## config.mk

```make
export PLATFORM = sky130hd
export DESIGN_NAME = rtc_calendar_alarm_regs
export DESIGN_NICKNAME = d
export VERILOG_FILES = /design/src/rtl/rtc_cal_pkg.sv /design/src/rtl/bcd_digit_step.sv /design/src/rtl/rtc_calendar_alarm_regs.sv
export SDC_FILE = /design/constraint.sdc
export NUM_CORES = 1
export LEC_CHECK = 0
export BUFFER_PORTS_ARGS = -buffer_cell sky130_fd_sc_hd__buf_4
export CAP_MARGIN = 40
export CORE_ASPECT_RATIO = 0.7
export CORE_MARGIN = 1
export CORE_UTILIZATION = 30
export DETAILED_ROUTE_END_ITERATION = 12
export GPL_TIMING_DRIVEN = 0
export HOLD_SLACK_MARGIN = 0.1
export SETUP_SLACK_MARGIN = 0.15
export SKIP_CTS_REPAIR_TIMING = 1
export SLEW_MARGIN = 20
export SYNTH_ARGS = -nofsm -noshare
export SYNTH_HDL_FRONTEND = slang
export SYNTH_HIERARCHICAL = 1
export SYNTH_SLANG_ARGS = --single-unit
```

## constraint.sdc

```tcl
create_clock -name core_clk -period 8.8 [get_ports core_clk]
set_input_delay 0.88 -clock core_clk [delete_from_list [all_inputs] [get_ports core_clk]]
set_output_delay 0.88 -clock core_clk [all_outputs]
set_load 0.03 [all_outputs]
```

## src/rtl/rtc_cal_pkg.sv

```systemverilog
package rtc_cal_pkg;
  // Register byte offsets
  localparam logic [4:0] OFS_CONTROL    = 5'h00;
  localparam logic [4:0] OFS_ALARM_CTRL = 5'h04;
  localparam logic [4:0] OFS_TIME       = 5'h08;
  localparam logic [4:0] OFS_DATE       = 5'h0C;
  localparam logic [4:0] OFS_ALM_TIME   = 5'h10;
  localparam logic [4:0] OFS_ALM_DATE   = 5'h14;
  // Main control register bit positions
  localparam int CTL_ON_BIT     = 15;
  localparam int CTL_UNLOCK_BIT = 3;
  localparam int CTL_SYNC_BIT   = 2;
  localparam int CTL_HALF_BIT   = 1;
  // Alarm control bit positions
  localparam int ALM_EN_BIT     = 15;
  localparam int ALM_CHIME_BIT  = 14;
  localparam int ALM_PULSE_BIT  = 13;
  localparam int ALM_SYNC_BIT   = 12;
  localparam int ALM_MASK_LSB   = 8;
  // Field masks of the value registers
  localparam logic [31:0] TIME_MASK = 32'hFFFFFF00;
  localparam logic [31:0] DATE_MASK = 32'hFFFFFF0F;
  localparam logic [31:0] ADATE_MASK = 32'h00FFFF0F;
  // Reset values
  localparam logic [31:0] TIME_RST = 32'h00000000;
  localparam logic [31:0] DATE_RST = 32'h01010100;
  // Alarm mask codes
  localparam logic [3:0] MASK_HALF_SEC = 4'h0;
  localparam logic [3:0] MASK_SEC      = 4'h1;
  localparam logic [3:0] MASK_TEN_SEC  = 4'h2;
  localparam logic [3:0] MASK_MIN      = 4'h3;
  localparam logic [3:0] MASK_TEN_MIN  = 4'h4;
  localparam logic [3:0] MASK_HOUR     = 4'h5;
  localparam logic [3:0] MASK_DAY      = 4'h6;
  localparam logic [3:0] MASK_WEEK     = 4'h7;
  localparam logic [3:0] MASK_MONTH    = 4'h8;
  localparam logic [3:0] MASK_YEAR     = 4'h9;
  // Timing
  localparam int CLK_HZ        = 20000000;
  localparam int HALF_SEC_MS   = 500;
  localparam int HALF_SEC_CYC  = CLK_HZ / 1000 * HALF_SEC_MS;
  localparam int SYNC_WIN_CYC  = 32;
  localparam logic [1:0] RESP_OKAY   = 2'b00;
  localparam logic [1:0] RESP_SLVERR = 2'b10;

  typedef struct packed {
    logic [7:0] hours;
    logic [7:0] minutes;
    logic [7:0] seconds;
  } time_s;

  typedef struct packed {
    logic [7:0] years;
    logic [7:0] months;
    logic [7:0] days;
    logic [3:0] weekday;
  } date_s;
endpackage

```

## src/rtl/bcd_digit_step.sv

```systemverilog
`timescale 1ns/1ps
// Steps a two-digit BCD field, wrapping from max to min
module bcd_digit_step (
  input  wire logic [7:0] cur,
  input  wire logic [7:0] max_val,
  input  wire logic [7:0] min_val,
  input  wire logic       inc,
  output logic      [7:0] nxt,
  output logic            carry
);
  always_comb begin
    nxt   = cur;
    carry = 1'b0;
    if (inc) begin
      if (cur >= max_val) begin
        nxt   = min_val;
        carry = 1'b1;
      end else if (cur[3:0] >= 4'h9) begin
        nxt = {cur[7:4] + 4'h1, 4'h0};
      end else begin
        nxt = {cur[7:4], cur[3:0] + 4'h1};
      end
    end
  end
endmodule

```

## src/rtl/rtc_calendar_alarm_regs.sv

```systemverilog
// Local design decisions: the register offsets and the AXI4-Lite register port.
`timescale 1ns/1ps
// Overview of operation
// - Without chime, repeat count N gives N plus one firings
// - Each alarm event decrements a nonzero repeat count
// - Zero wraps to 0xFF only in chime
// - Last firing without chime clears alarm enable
// - Alarm control reset only by power-on
// - Time hours BCD in bits 31-24
// - Time minutes BCD in bits 23-16
// - Time seconds BCD bits 15-8, low zero
// - Time and date writes need write unlock bit
// - Date year BCD in bits 31-24
// - Date month BCD in bits 23-16
// - Date day BCD in bits 15-8
// - Weekday digit bits 3-0, 7-4 zero
// - Alarm time uses current time layout
// - Alarm date month, day, weekday only
// - Four-bit mask selects match granularity
// - Seconds write clears half-second flag
module rtc_calendar_alarm_regs #(
  parameter int HALF_CYCLES = rtc_cal_pkg::HALF_SEC_CYC
) (
  input  wire logic        core_clk,
  input  wire logic        rst_b,
  input  wire logic [4:0]  s_axi_awaddr,
  input  wire logic        s_axi_awvalid,
  output logic             s_axi_awready,
  input  wire logic [31:0] s_axi_wdata,
  input  wire logic [3:0]  s_axi_wstrb,
  input  wire logic        s_axi_wvalid,
  output logic             s_axi_wready,
  output logic [1:0]       s_axi_bresp,
  output logic             s_axi_bvalid,
  input  wire logic        s_axi_bready,
  input  wire logic [4:0]  s_axi_araddr,
  input  wire logic        s_axi_arvalid,
  output logic             s_axi_arready,
  output logic [31:0]      s_axi_rdata,
  output logic [1:0]       s_axi_rresp,
  output logic             s_axi_rvalid,
  input  wire logic        s_axi_rready,
  output logic             alarm_pulse
);
  import rtc_cal_pkg::*;

  // ****************************************
  // Bus slave
  // ****************************************
  logic [4:0]  aw_addr_r;
  logic [31:0] w_data_r;
  logic [3:0]  w_strb_r;
  logic        aw_have_r;
  logic        w_have_r;
  logic        wr_fire;
  logic [31:0] wr_mask;
  logic [31:0] rd_val;
  logic        rd_ok;
  logic        wr_ok;

  assign wr_fire = aw_have_r && w_have_r && !s_axi_bvalid;
  assign wr_mask = {{8{w_strb_r[3]}}, {8{w_strb_r[2]}}, {8{w_strb_r[1]}}, {8{w_strb_r[0]}}};

  always_ff @(posedge core_clk or negedge rst_b) begin
    if (!rst_b) begin
      aw_have_r     <= 1'b0;
      w_have_r      <= 1'b0;
      aw_addr_r     <= 5'h00;
      w_data_r      <= 32'h00000000;
      w_strb_r      <= 4'h0;
      s_axi_awready <= 1'b0;
      s_axi_wready  <= 1'b0;
      s_axi_bvalid  <= 1'b0;
      s_axi_bresp   <= RESP_OKAY;
    end else begin
      s_axi_awready <= !aw_have_r && !s_axi_awready && s_axi_awvalid;
      s_axi_wready  <= !w_have_r && !s_axi_wready && s_axi_wvalid;
      if (s_axi_awvalid && s_axi_awready) begin
        aw_have_r <= 1'b1;
        aw_addr_r <= s_axi_awaddr;
      end
      if (s_axi_wvalid && s_axi_wready) begin
        w_have_r <= 1'b1;
        w_data_r <= s_axi_wdata;
        w_strb_r <= s_axi_wstrb;
      end
      if (wr_fire) begin
        aw_have_r    <= 1'b0;
        w_have_r     <= 1'b0;
        s_axi_bvalid <= 1'b1;
        s_axi_bresp  <= wr_ok ? RESP_OKAY : RESP_SLVERR;
      end else if (s_axi_bvalid && s_axi_bready) begin
        s_axi_bvalid <= 1'b0;
      end
    end
  end

  always_ff @(posedge core_clk or negedge rst_b) begin
    if (!rst_b) begin
      s_axi_arready <= 1'b0;
      s_axi_rvalid  <= 1'b0;
      s_axi_rdata   <= 32'h00000000;
      s_axi_rresp   <= RESP_OKAY;
    end else begin
      s_axi_arready <= !s_axi_arready && !s_axi_rvalid && s_axi_arvalid;
      if (s_axi_arvalid && s_axi_arready) begin
        s_axi_rvalid <= 1'b1;
        s_axi_rdata  <= rd_val;
        s_axi_rresp  <= rd_ok ? RESP_OKAY : RESP_SLVERR;
      end else if (s_axi_rvalid && s_axi_rready) begin
        s_axi_rvalid <= 1'b0;
      end
    end
  end

  // ****************************************
  // Registers
  // ****************************************
  // Rst_b is the power-on reset; no other reset reaches these
  logic        mod_on_r;
  logic        unlock_r;
  logic        alm_en_r;
  logic        chime_r;
  logic        pulse_r;
  logic [3:0]  alarm_match_mask_r;
  logic [7:0]  alarm_repeat_count_r;
  time_s       time_r;
  date_s       date_r;
  time_s       atime_r;
  date_s       adate_r;
  logic        half_r;
  logic [31:0] presc_r;
  logic        sec_tick;
  logic        half_tick;
  logic        alarm_evt;
  logic        unstable;

  logic [31:0] ctl_rd;
  logic [31:0] alm_rd;
  logic [31:0] wr_time;
  logic [31:0] wr_date;
  logic        wr_alm_ctl;
  logic        wr_time_ok;
  logic        wr_date_ok;

  assign unstable = mod_on_r && (presc_r >= 32'(HALF_CYCLES - SYNC_WIN_CYC));
  assign ctl_rd = (32'(mod_on_r) << CTL_ON_BIT) | (32'(unlock_r) << CTL_UNLOCK_BIT)
                | (32'(unstable) << CTL_SYNC_BIT) | (32'(half_r) << CTL_HALF_BIT);
  assign alm_rd = (32'(alm_en_r) << ALM_EN_BIT) | (32'(chime_r) << ALM_CHIME_BIT)
                | (32'(pulse_r) << ALM_PULSE_BIT) | (32'(unstable) << ALM_SYNC_BIT)
                | (32'(alarm_match_mask_r) << ALM_MASK_LSB) | 32'(alarm_repeat_count_r);

  always_comb begin
    rd_ok  = 1'b1;
    rd_val = 32'h00000000;
    case (s_axi_araddr)
      OFS_CONTROL:    rd_val = ctl_rd;
      OFS_ALARM_CTRL: rd_val = alm_rd;
      OFS_TIME:       rd_val = {time_r, 8'h00};
      OFS_DATE:       rd_val = {date_r[27:4], 4'h0, date_r[3:0]};
      OFS_ALM_TIME:   rd_val = {atime_r, 8'h00};
      OFS_ALM_DATE:   rd_val = {8'h00, adate_r[19:4], 4'h0, adate_r[3:0]};
      default:        rd_ok  = 1'b0;
    endcase
  end

  always_comb begin
    wr_ok = 1'b1;
    case (aw_addr_r)
      OFS_CONTROL, OFS_ALARM_CTRL, OFS_TIME, OFS_DATE, OFS_ALM_TIME, OFS_ALM_DATE: wr_ok = 1'b1;
      default: wr_ok = 1'b0;
    endcase
  end

  assign wr_alm_ctl = wr_fire && aw_addr_r == OFS_ALARM_CTRL;
  assign wr_time_ok = wr_fire && aw_addr_r == OFS_TIME && unlock_r;
  assign wr_date_ok = wr_fire && aw_addr_r == OFS_DATE && unlock_r;
  assign wr_time = ({time_r, 8'h00} & ~wr_mask) | (w_data_r & wr_mask & TIME_MASK);
  assign wr_date = ({date_r[27:4], 4'h0, date_r[3:0]} & ~wr_mask)
                 | (w_data_r & wr_mask & DATE_MASK);

  always_ff @(posedge core_clk or negedge rst_b) begin
    if (!rst_b) begin
      mod_on_r <= 1'b0;
      unlock_r <= 1'b0;
    end else if (wr_fire && aw_addr_r == OFS_CONTROL) begin
      unlock_r <= w_data_r[CTL_UNLOCK_BIT];
      if (unlock_r || w_data_r[CTL_UNLOCK_BIT]) begin
        mod_on_r <= w_data_r[CTL_ON_BIT];
      end
    end
  end

  always_ff @(posedge core_clk or negedge rst_b) begin
    if (!rst_b) begin
      atime_r <= '0;
      adate_r <= '0;
    end else if (wr_fire) begin
      if (aw_addr_r == OFS_ALM_TIME) begin
        atime_r <= time_s'((({atime_r, 8'h00} & ~wr_mask) | (w_data_r & wr_mask)) >> 8);
      end
      if (aw_addr_r == OFS_ALM_DATE) begin
        adate_r <= date_s'({8'h00, ((({8'h00, adate_r[19:4], 4'h0, adate_r[3:0]} & ~wr_mask)
                   | (w_data_r & wr_mask & ADATE_MASK)) >> 8), w_data_r[3:0]});
        if (!wr_mask[0]) begin
          adate_r.weekday <= adate_r.weekday;
        end
      end
    end
  end

  // ****************************************
  // Prescaler and calendar
  // ****************************************
  always_ff @(posedge core_clk or negedge rst_b) begin
    if (!rst_b) begin
      presc_r <= 32'h00000000;
      half_r  <= 1'b0;
    end else if (wr_time_ok && wr_mask[8]) begin
      presc_r <= 32'h00000000;
      half_r  <= 1'b0;
    end else if (mod_on_r) begin
      if (half_tick) begin
        presc_r <= 32'h00000000;
        half_r  <= !half_r;
      end else begin
        presc_r <= presc_r + 32'h00000001;
      end
    end
  end

  assign half_tick = mod_on_r && presc_r == 32'(HALF_CYCLES - 1);
  assign sec_tick  = half_tick && half_r;

  logic [7:0] sec_n, min_n, hr_n, day_n, mon_n, yr_n, dim;
  logic       c_sec, c_min, c_hr, c_day, c_mon;

  always_comb begin
    case (date_r.months)
      // Leap when the BCD year is a multiple of four
      8'h02:   dim = (date_r.years[4] ^ date_r.years[1]) || date_r.years[0] ? 8'h28 : 8'h29;
      8'h04, 8'h06, 8'h09, 8'h11: dim = 8'h30;
      default: dim = 8'h31;
    endcase
  end

  bcd_digit_step u_sec (.cur(time_r.seconds), .max_val(8'h59), .min_val(8'h00),
    .inc(sec_tick), .nxt(sec_n), .carry(c_sec));
  bcd_digit_step u_min (.cur(time_r.minutes), .max_val(8'h59), .min_val(8'h00),
    .inc(c_sec), .nxt(min_n), .carry(c_min));
  bcd_digit_step u_hr (.cur(time_r.hours), .max_val(8'h23), .min_val(8'h00),
    .inc(c_min), .nxt(hr_n), .carry(c_hr));
  bcd_digit_step u_day (.cur(date_r.days), .max_val(dim), .min_val(8'h01),
    .inc(c_hr), .nxt(day_n), .carry(c_day));
  bcd_digit_step u_mon (.cur(date_r.months), .max_val(8'h12), .min_val(8'h01),
    .inc(c_day), .nxt(mon_n), .carry(c_mon));
  bcd_digit_step u_yr (.cur(date_r.years), .max_val(8'h99), .min_val(8'h00),
    .inc(c_mon), .nxt(yr_n), .carry());

  always_ff @(posedge core_clk or negedge rst_b) begin
    if (!rst_b) begin
      time_r <= time_s'(TIME_RST >> 8);
      date_r <= date_s'({DATE_RST[31:8], DATE_RST[3:0]});
    end else begin
      if (wr_time_ok) begin
        time_r <= time_s'(wr_time >> 8);
      end else begin
        time_r <= '{hours: hr_n, minutes: min_n, seconds: sec_n};
      end
      if (wr_date_ok) begin
        date_r <= date_s'({wr_date[31:8], wr_date[3:0]});
      end else begin
        date_r.years   <= yr_n;
        date_r.months  <= mon_n;
        date_r.days    <= day_n;
        date_r.weekday <= c_hr ? (date_r.weekday >= 4'h6 ? 4'h0 : date_r.weekday + 4'h1)
                               : date_r.weekday;
      end
    end
  end

  // ****************************************
  // Alarm match and repeat counter
  // ****************************************
  logic m_d, m_wd, m_mo, match;

  assign m_d   = date_r.days == adate_r.days;
  assign m_wd  = date_r.weekday == adate_r.weekday;
  assign m_mo  = date_r.months == adate_r.months;

  always_comb begin
    case (alarm_match_mask_r)
      MASK_HALF_SEC: match = half_tick;
      MASK_SEC:      match = sec_tick;
      MASK_TEN_SEC:  match = sec_tick && sec_n[3:0] == atime_r.seconds[3:0];
      MASK_MIN:      match = sec_tick && sec_n == atime_r.seconds;
      MASK_TEN_MIN:  match = sec_tick && sec_n == atime_r.seconds
                             && min_n[3:0] == atime_r.minutes[3:0];
      MASK_HOUR:     match = sec_tick && sec_n == atime_r.seconds && min_n == atime_r.minutes;
      MASK_DAY:      match = sec_tick && {hr_n, min_n, sec_n} == atime_r;
      MASK_WEEK:     match = sec_tick && {hr_n, min_n, sec_n} == atime_r && m_wd;
      MASK_MONTH:    match = sec_tick && {hr_n, min_n, sec_n} == atime_r && m_d;
      MASK_YEAR:     match = sec_tick && {hr_n, min_n, sec_n} == atime_r && m_d && m_mo;
      default:       match = 1'b0;
    endcase
  end

  assign alarm_evt = alm_en_r && match;

  always_ff @(posedge core_clk or negedge rst_b) begin
    if (!rst_b) begin
      alm_en_r <= 1'b0;
      chime_r  <= 1'b0;
      pulse_r  <= 1'b0;
      alarm_match_mask_r  <= 4'h0;
      alarm_repeat_count_r   <= 8'h00;
    end else begin
      if (wr_alm_ctl) begin
        alm_en_r <= w_data_r[ALM_EN_BIT];
        chime_r  <= w_data_r[ALM_CHIME_BIT];
        alarm_match_mask_r  <= w_data_r[ALM_MASK_LSB +: 4];
        alarm_repeat_count_r   <= w_data_r[7:0];
        if (!alm_en_r) begin
          pulse_r <= w_data_r[ALM_PULSE_BIT];
        end
      end
      if (alarm_evt) begin
        pulse_r <= !pulse_r;
        if (alarm_repeat_count_r != 8'h00) begin
          alarm_repeat_count_r <= alarm_repeat_count_r - 8'h01;
        end else if (chime_r) begin
          alarm_repeat_count_r <= 8'hFF;
        end else begin
          alm_en_r <= 1'b0;
        end
      end
    end
  end

  always_ff @(posedge core_clk or negedge rst_b) begin
    if (!rst_b) begin
      alarm_pulse <= 1'b0;
    end else begin
      alarm_pulse <= alarm_evt;
    end
  end

  // ****************************************
  // Assertions
  // ****************************************
  property p_rpt_dec;
    @(posedge core_clk) disable iff (!rst_b)
    alarm_evt && !wr_alm_ctl && alarm_repeat_count_r != 8'h00 |=> alarm_repeat_count_r == $past(alarm_repeat_count_r) - 8'h01;
  endproperty
  a_rpt_dec: assert property (p_rpt_dec) else $error("repeat count not decremented");

  property p_rpt_wrap;
    @(posedge core_clk) disable iff (!rst_b)
    alarm_evt && !wr_alm_ctl && alarm_repeat_count_r == 8'h00 && chime_r |=> alarm_repeat_count_r == 8'hFF && alm_en_r;
  endproperty
  a_rpt_wrap: assert property (p_rpt_wrap) else $error("chime wrap wrong");

  property p_en_clear;
    @(posedge core_clk) disable iff (!rst_b)
    alarm_evt && !wr_alm_ctl && alarm_repeat_count_r == 8'h00 && !chime_r |=> !alm_en_r && alarm_repeat_count_r == 8'h00;
  endproperty
  a_en_clear: assert property (p_en_clear) else $error("alarm enable not cleared");

  property p_lock;
    @(posedge core_clk) disable iff (!rst_b)
    wr_fire && aw_addr_r == OFS_TIME && !unlock_r && !sec_tick |=> $stable(time_r);
  endproperty
  a_lock: assert property (p_lock) else $error("locked time register written");

  property p_half_clr;
    @(posedge core_clk) disable iff (!rst_b)
    wr_time_ok && w_strb_r[1] |=> !half_r;
  endproperty
  a_half_clr: assert property (p_half_clr) else $error("half-second flag not cleared");

  property p_evt_needs_en;
    @(posedge core_clk) disable iff (!rst_b)
    alarm_evt |-> alm_en_r ##1 alarm_pulse;
  endproperty
  a_evt_needs_en: assert property (p_evt_needs_en) else $error("alarm pulse wrong");

  property p_sec_range;
    @(posedge core_clk) disable iff (!rst_b)
    sec_tick && time_r.seconds == 8'h59 && !wr_time_ok |=> time_r.seconds == 8'h00;
  endproperty
  a_sec_range: assert property (p_sec_range) else $error("seconds did not wrap");

  property p_time_rd;
    @(posedge core_clk) disable iff (!rst_b)
    s_axi_arvalid && s_axi_arready && s_axi_araddr == OFS_TIME |=> s_axi_rdata[7:0] == 8'h00;
  endproperty
  a_time_rd: assert property (p_time_rd) else $error("time low byte not zero");
endmodule

```

==> impl_metrics.py <==
metrics = {
    "run_status": {
        "status": "finished clean",
    },
    "route": {
        "drtAntennaViolNets": 0,
        "drtIter0Drc": 1100,
        "wl_um": 46500,
        "drc": 0,
        "dr_total_vias": 13390,
        "via_per_inst": 5.319,
        "dr.pass1.iters": 5,
        "avgRoutedWirePerCell_um": 18.47,
    },
    "placed_design": {
        "place.port_buffers": 92,
        "post_dp_cell_area_mm2": 0.01738,
        "dp_hpwl_um": 35250,
        "gp_congestion": 0.8971,
    },
    "setup_path": {
        "r2r_slack_ns": 0.80,
        "critPathCaptureType": "flip-flop",
        "crit_fanout": 18,
        "crit_slowest_cell": "or4_1",
        "r2r-start": "presc_r[14]$_DFFE_PN0P_",
        "worst_ep_arrival_time_ns": 8.40,
        "crit_required_ns": 9.20,
        "cp_cell_sequence": "or4_1 > or4_4 > nor4_2 > and2_1 > buf_1 > clkbuf_2 > and2_2 > clkbuf_2 > and2_2 > buf_1 > clkbuf_1 > and2_4 > clkbuf_1 > and2_2 > buf_1 > clkbuf_1 > and2_2 > clkbuf_2 > o311ai_0 > a211oi_1 > nor3_1 > nor2_1 > a21oi_1",
        "worst_path_most_repeated_cell": "and2_2",
        "crit_path_start_kind": "flip-flop",
        "cpPeakStageDelay_ns": 0.56,
        "reg2reg_depth": 23,
        "criticalPathCategory": "flip-flop to flip-flop",
    },
    "clock_tree": {
        "root_buffer": "clkbuf_16",
        "cts_buffers": 26,
        "clkSlewWorstSetupHoldPaths_ns": 0.06,
        "htreeDepth": 1,
        "cts_tree": "built",
        "cts_buffer_depth": 3,
        "cts.sinks": 229,
        "clock_latency_ns": 0.56,
    },
    "pwr": {
        "power_density_mw_per_mm2": 229.3,
        "intPower_w": 0.002630,
        "p_sw_w": 0.001565,
        "ir_drop_mv": 0.1765,
        "p_clk_frac": 0.273,
        "power_frac_comb": 0.313,
        "p_seq_frac": 0.414,
        "leakagePower_nw": 7.982,
        "switching_share": 0.3730,
    },
    "timing": {
        "setup_viol": 0,
        "drv_slew": 0,
        "rsz0062_at_grt": "false",
        "fin_setup_tns_ns": 0,
        "tightest_slew_ns": 0.8983,
        "finalCritPeriodShare": 0.9091,
        "fmax_mhz": 125.0,
        "whs_ns": 0.2771,
        "finalClockSkew_ns": 0.01839,
        "finalCriticalPeriod_ns": 8.000,
        "hold_viol": 0,
        "relSlewSlack": 0.3961,
    },
    "global_routing": {
        "grt_pass1_wl_um": 73520,
        "grt_remaining_overflow": 0,
        "grt_max_degree": 92,
        "grt_pass1_vias": 12970,
        "antenna_found_initial": 0,
        "gr-usage-all-layers": 0.1779,
    },
    "synth": {
        "syn_avg_cell_area_um2": 9.583,
        "synth_area_mm2": 0.01540,
        "ys_warn_count": 6,
        "synth_cells": 1607,
    },
    "floorplan": {
        "initial_core_util": 0.3039,
        "die_area_mm2": 0.05226,
        "coreArea_mm2": 0.05068,
        "die_h_um": 191.6,
        "io_pins": 95,
        "rows": 69,
        "die_w_um": 272.8,
    },
    "final_layout": {
        "insertedDiodeCount": 0,
        "area_growth_pct": 18.82,
        "layout.nets": 1955,
        "final_design_area_no_fill_mm2": 0.01830,
        "drive_gt1_frac": 0.1828,
    },
    "run": {
        "drv_cap": 0,
    },
    "worst_hold_path": {
        "hold_class": "input pin to async pin",
    },
}
## per-layer routing
metal / track usage / up-vias / wire length [µm]
met5: 0 / - / 0
met4: 0.05661 / 0 / 1475
met3: 0.03002 / 73 / 3166
met2: 0.2758 / 435 / 20660
met1: 0.2504 / 6605 / 21190
li1: - / 6280 / -
## stage by stage
step	util	total power, W	cells	worst slack, ns
2_1_floorplan	-	0.002582	1700	1.659
3_3_place_gp	0.3410	0.002981	2466	-0.2358
3_5_place_dp	0.3429	0.003038	2471	-0.4019
4_1_cts	0.3607	0.004195	2519	-0.4328
5_1_grt	0.3611	0.004433	2518	0.2951
6_report	0.3611	0.004195	2518	0.8000
## power by group through the flow
stage	combinational, W	clock (W)	sequential, W
finish	0.00131	0.00115	0.00174
global route	0.00145	0.00121	0.00177
CTS	0.00131	0.00117	0.00172
detailed placement	0.00130	0	0.00174
global placement	0.00125	0	0.00173
floorplan	0.000988	0	0.00159
## worst max-delay path, delay by kind of cell, from the launching register on
kind | cells | cell delay, ns
buffers and inverters | 9 | 3.19
AO/OA/AOI/OAI | 3 | 0.53
flip-flops | 1 | 0.43
AND/OR/NAND/NOR | 11 | 3.64
## cell usage in the layout (no fill, tap or decap), types with 8 or more instances in the layout
master and n:
buf_4 93, nand3b_1 8, o211ai_1 10, nand2_1 153, o21ai_1 12, ha_1 78, or2_2 10, nand3_1 47
a211oi_1 24, nor3_1 56, o31ai_1 11, or3b_2 18, o221ai_1 12, mux2i_1 50, nand2b_1 9, a311o_1 12
and2_1 19, mux2_2 87, clkbuf_16 26, o21ai_0 66, dfrtp_1 226, a221oi_1 34, nor2b_1 32, nand4_1 31
clkbuf_1 58, inv_1 92, nor4_1 11, a21oi_1 61, a22o_1 14, a22oi_1 14, xor2_1 17, conb_1 95
xnor2_1 50, nor2_1 92, a31oi_1 19, and3_1 21
## final cells by class
cell class                      count  area [µm²]
Fill cell                        5114       32380
Multi-Input combinational cell   1308        9405
Sequential cell                   229        5734
Tap cell                          674       843.3
Timing Repair Buffer               98       785.8
Clock buffer                       35       744.5
Inverter                           92       345.3
Buffer                             69       281.5
Clock inverter                     13       157.7
## worst max path at each step
| stage | from | endpoint | slack, ns |
|---|---|---|---|
| after floorplan | presc_r[14]$_DFFE_PN0P_ | flip-flop | 1.66 |
| after global placement | presc_r[14]$_DFFE_PN0P_ | flip-flop | -0.24 |
| after detailed placement | presc_r[14]$_DFFE_PN0P_ | flip-flop | -0.40 |
| after CTS | presc_r[14]$_DFFE_PN0P_ | flip-flop | -0.43 |
| after global routing | presc_r[14]$_DFFE_PN0P_ | flip-flop | 0.30 |
| final | presc_r[14]$_DFFE_PN0P_ | flip-flop | 0.80 |
No activity file was read; power rests on OpenSTA's default activity.
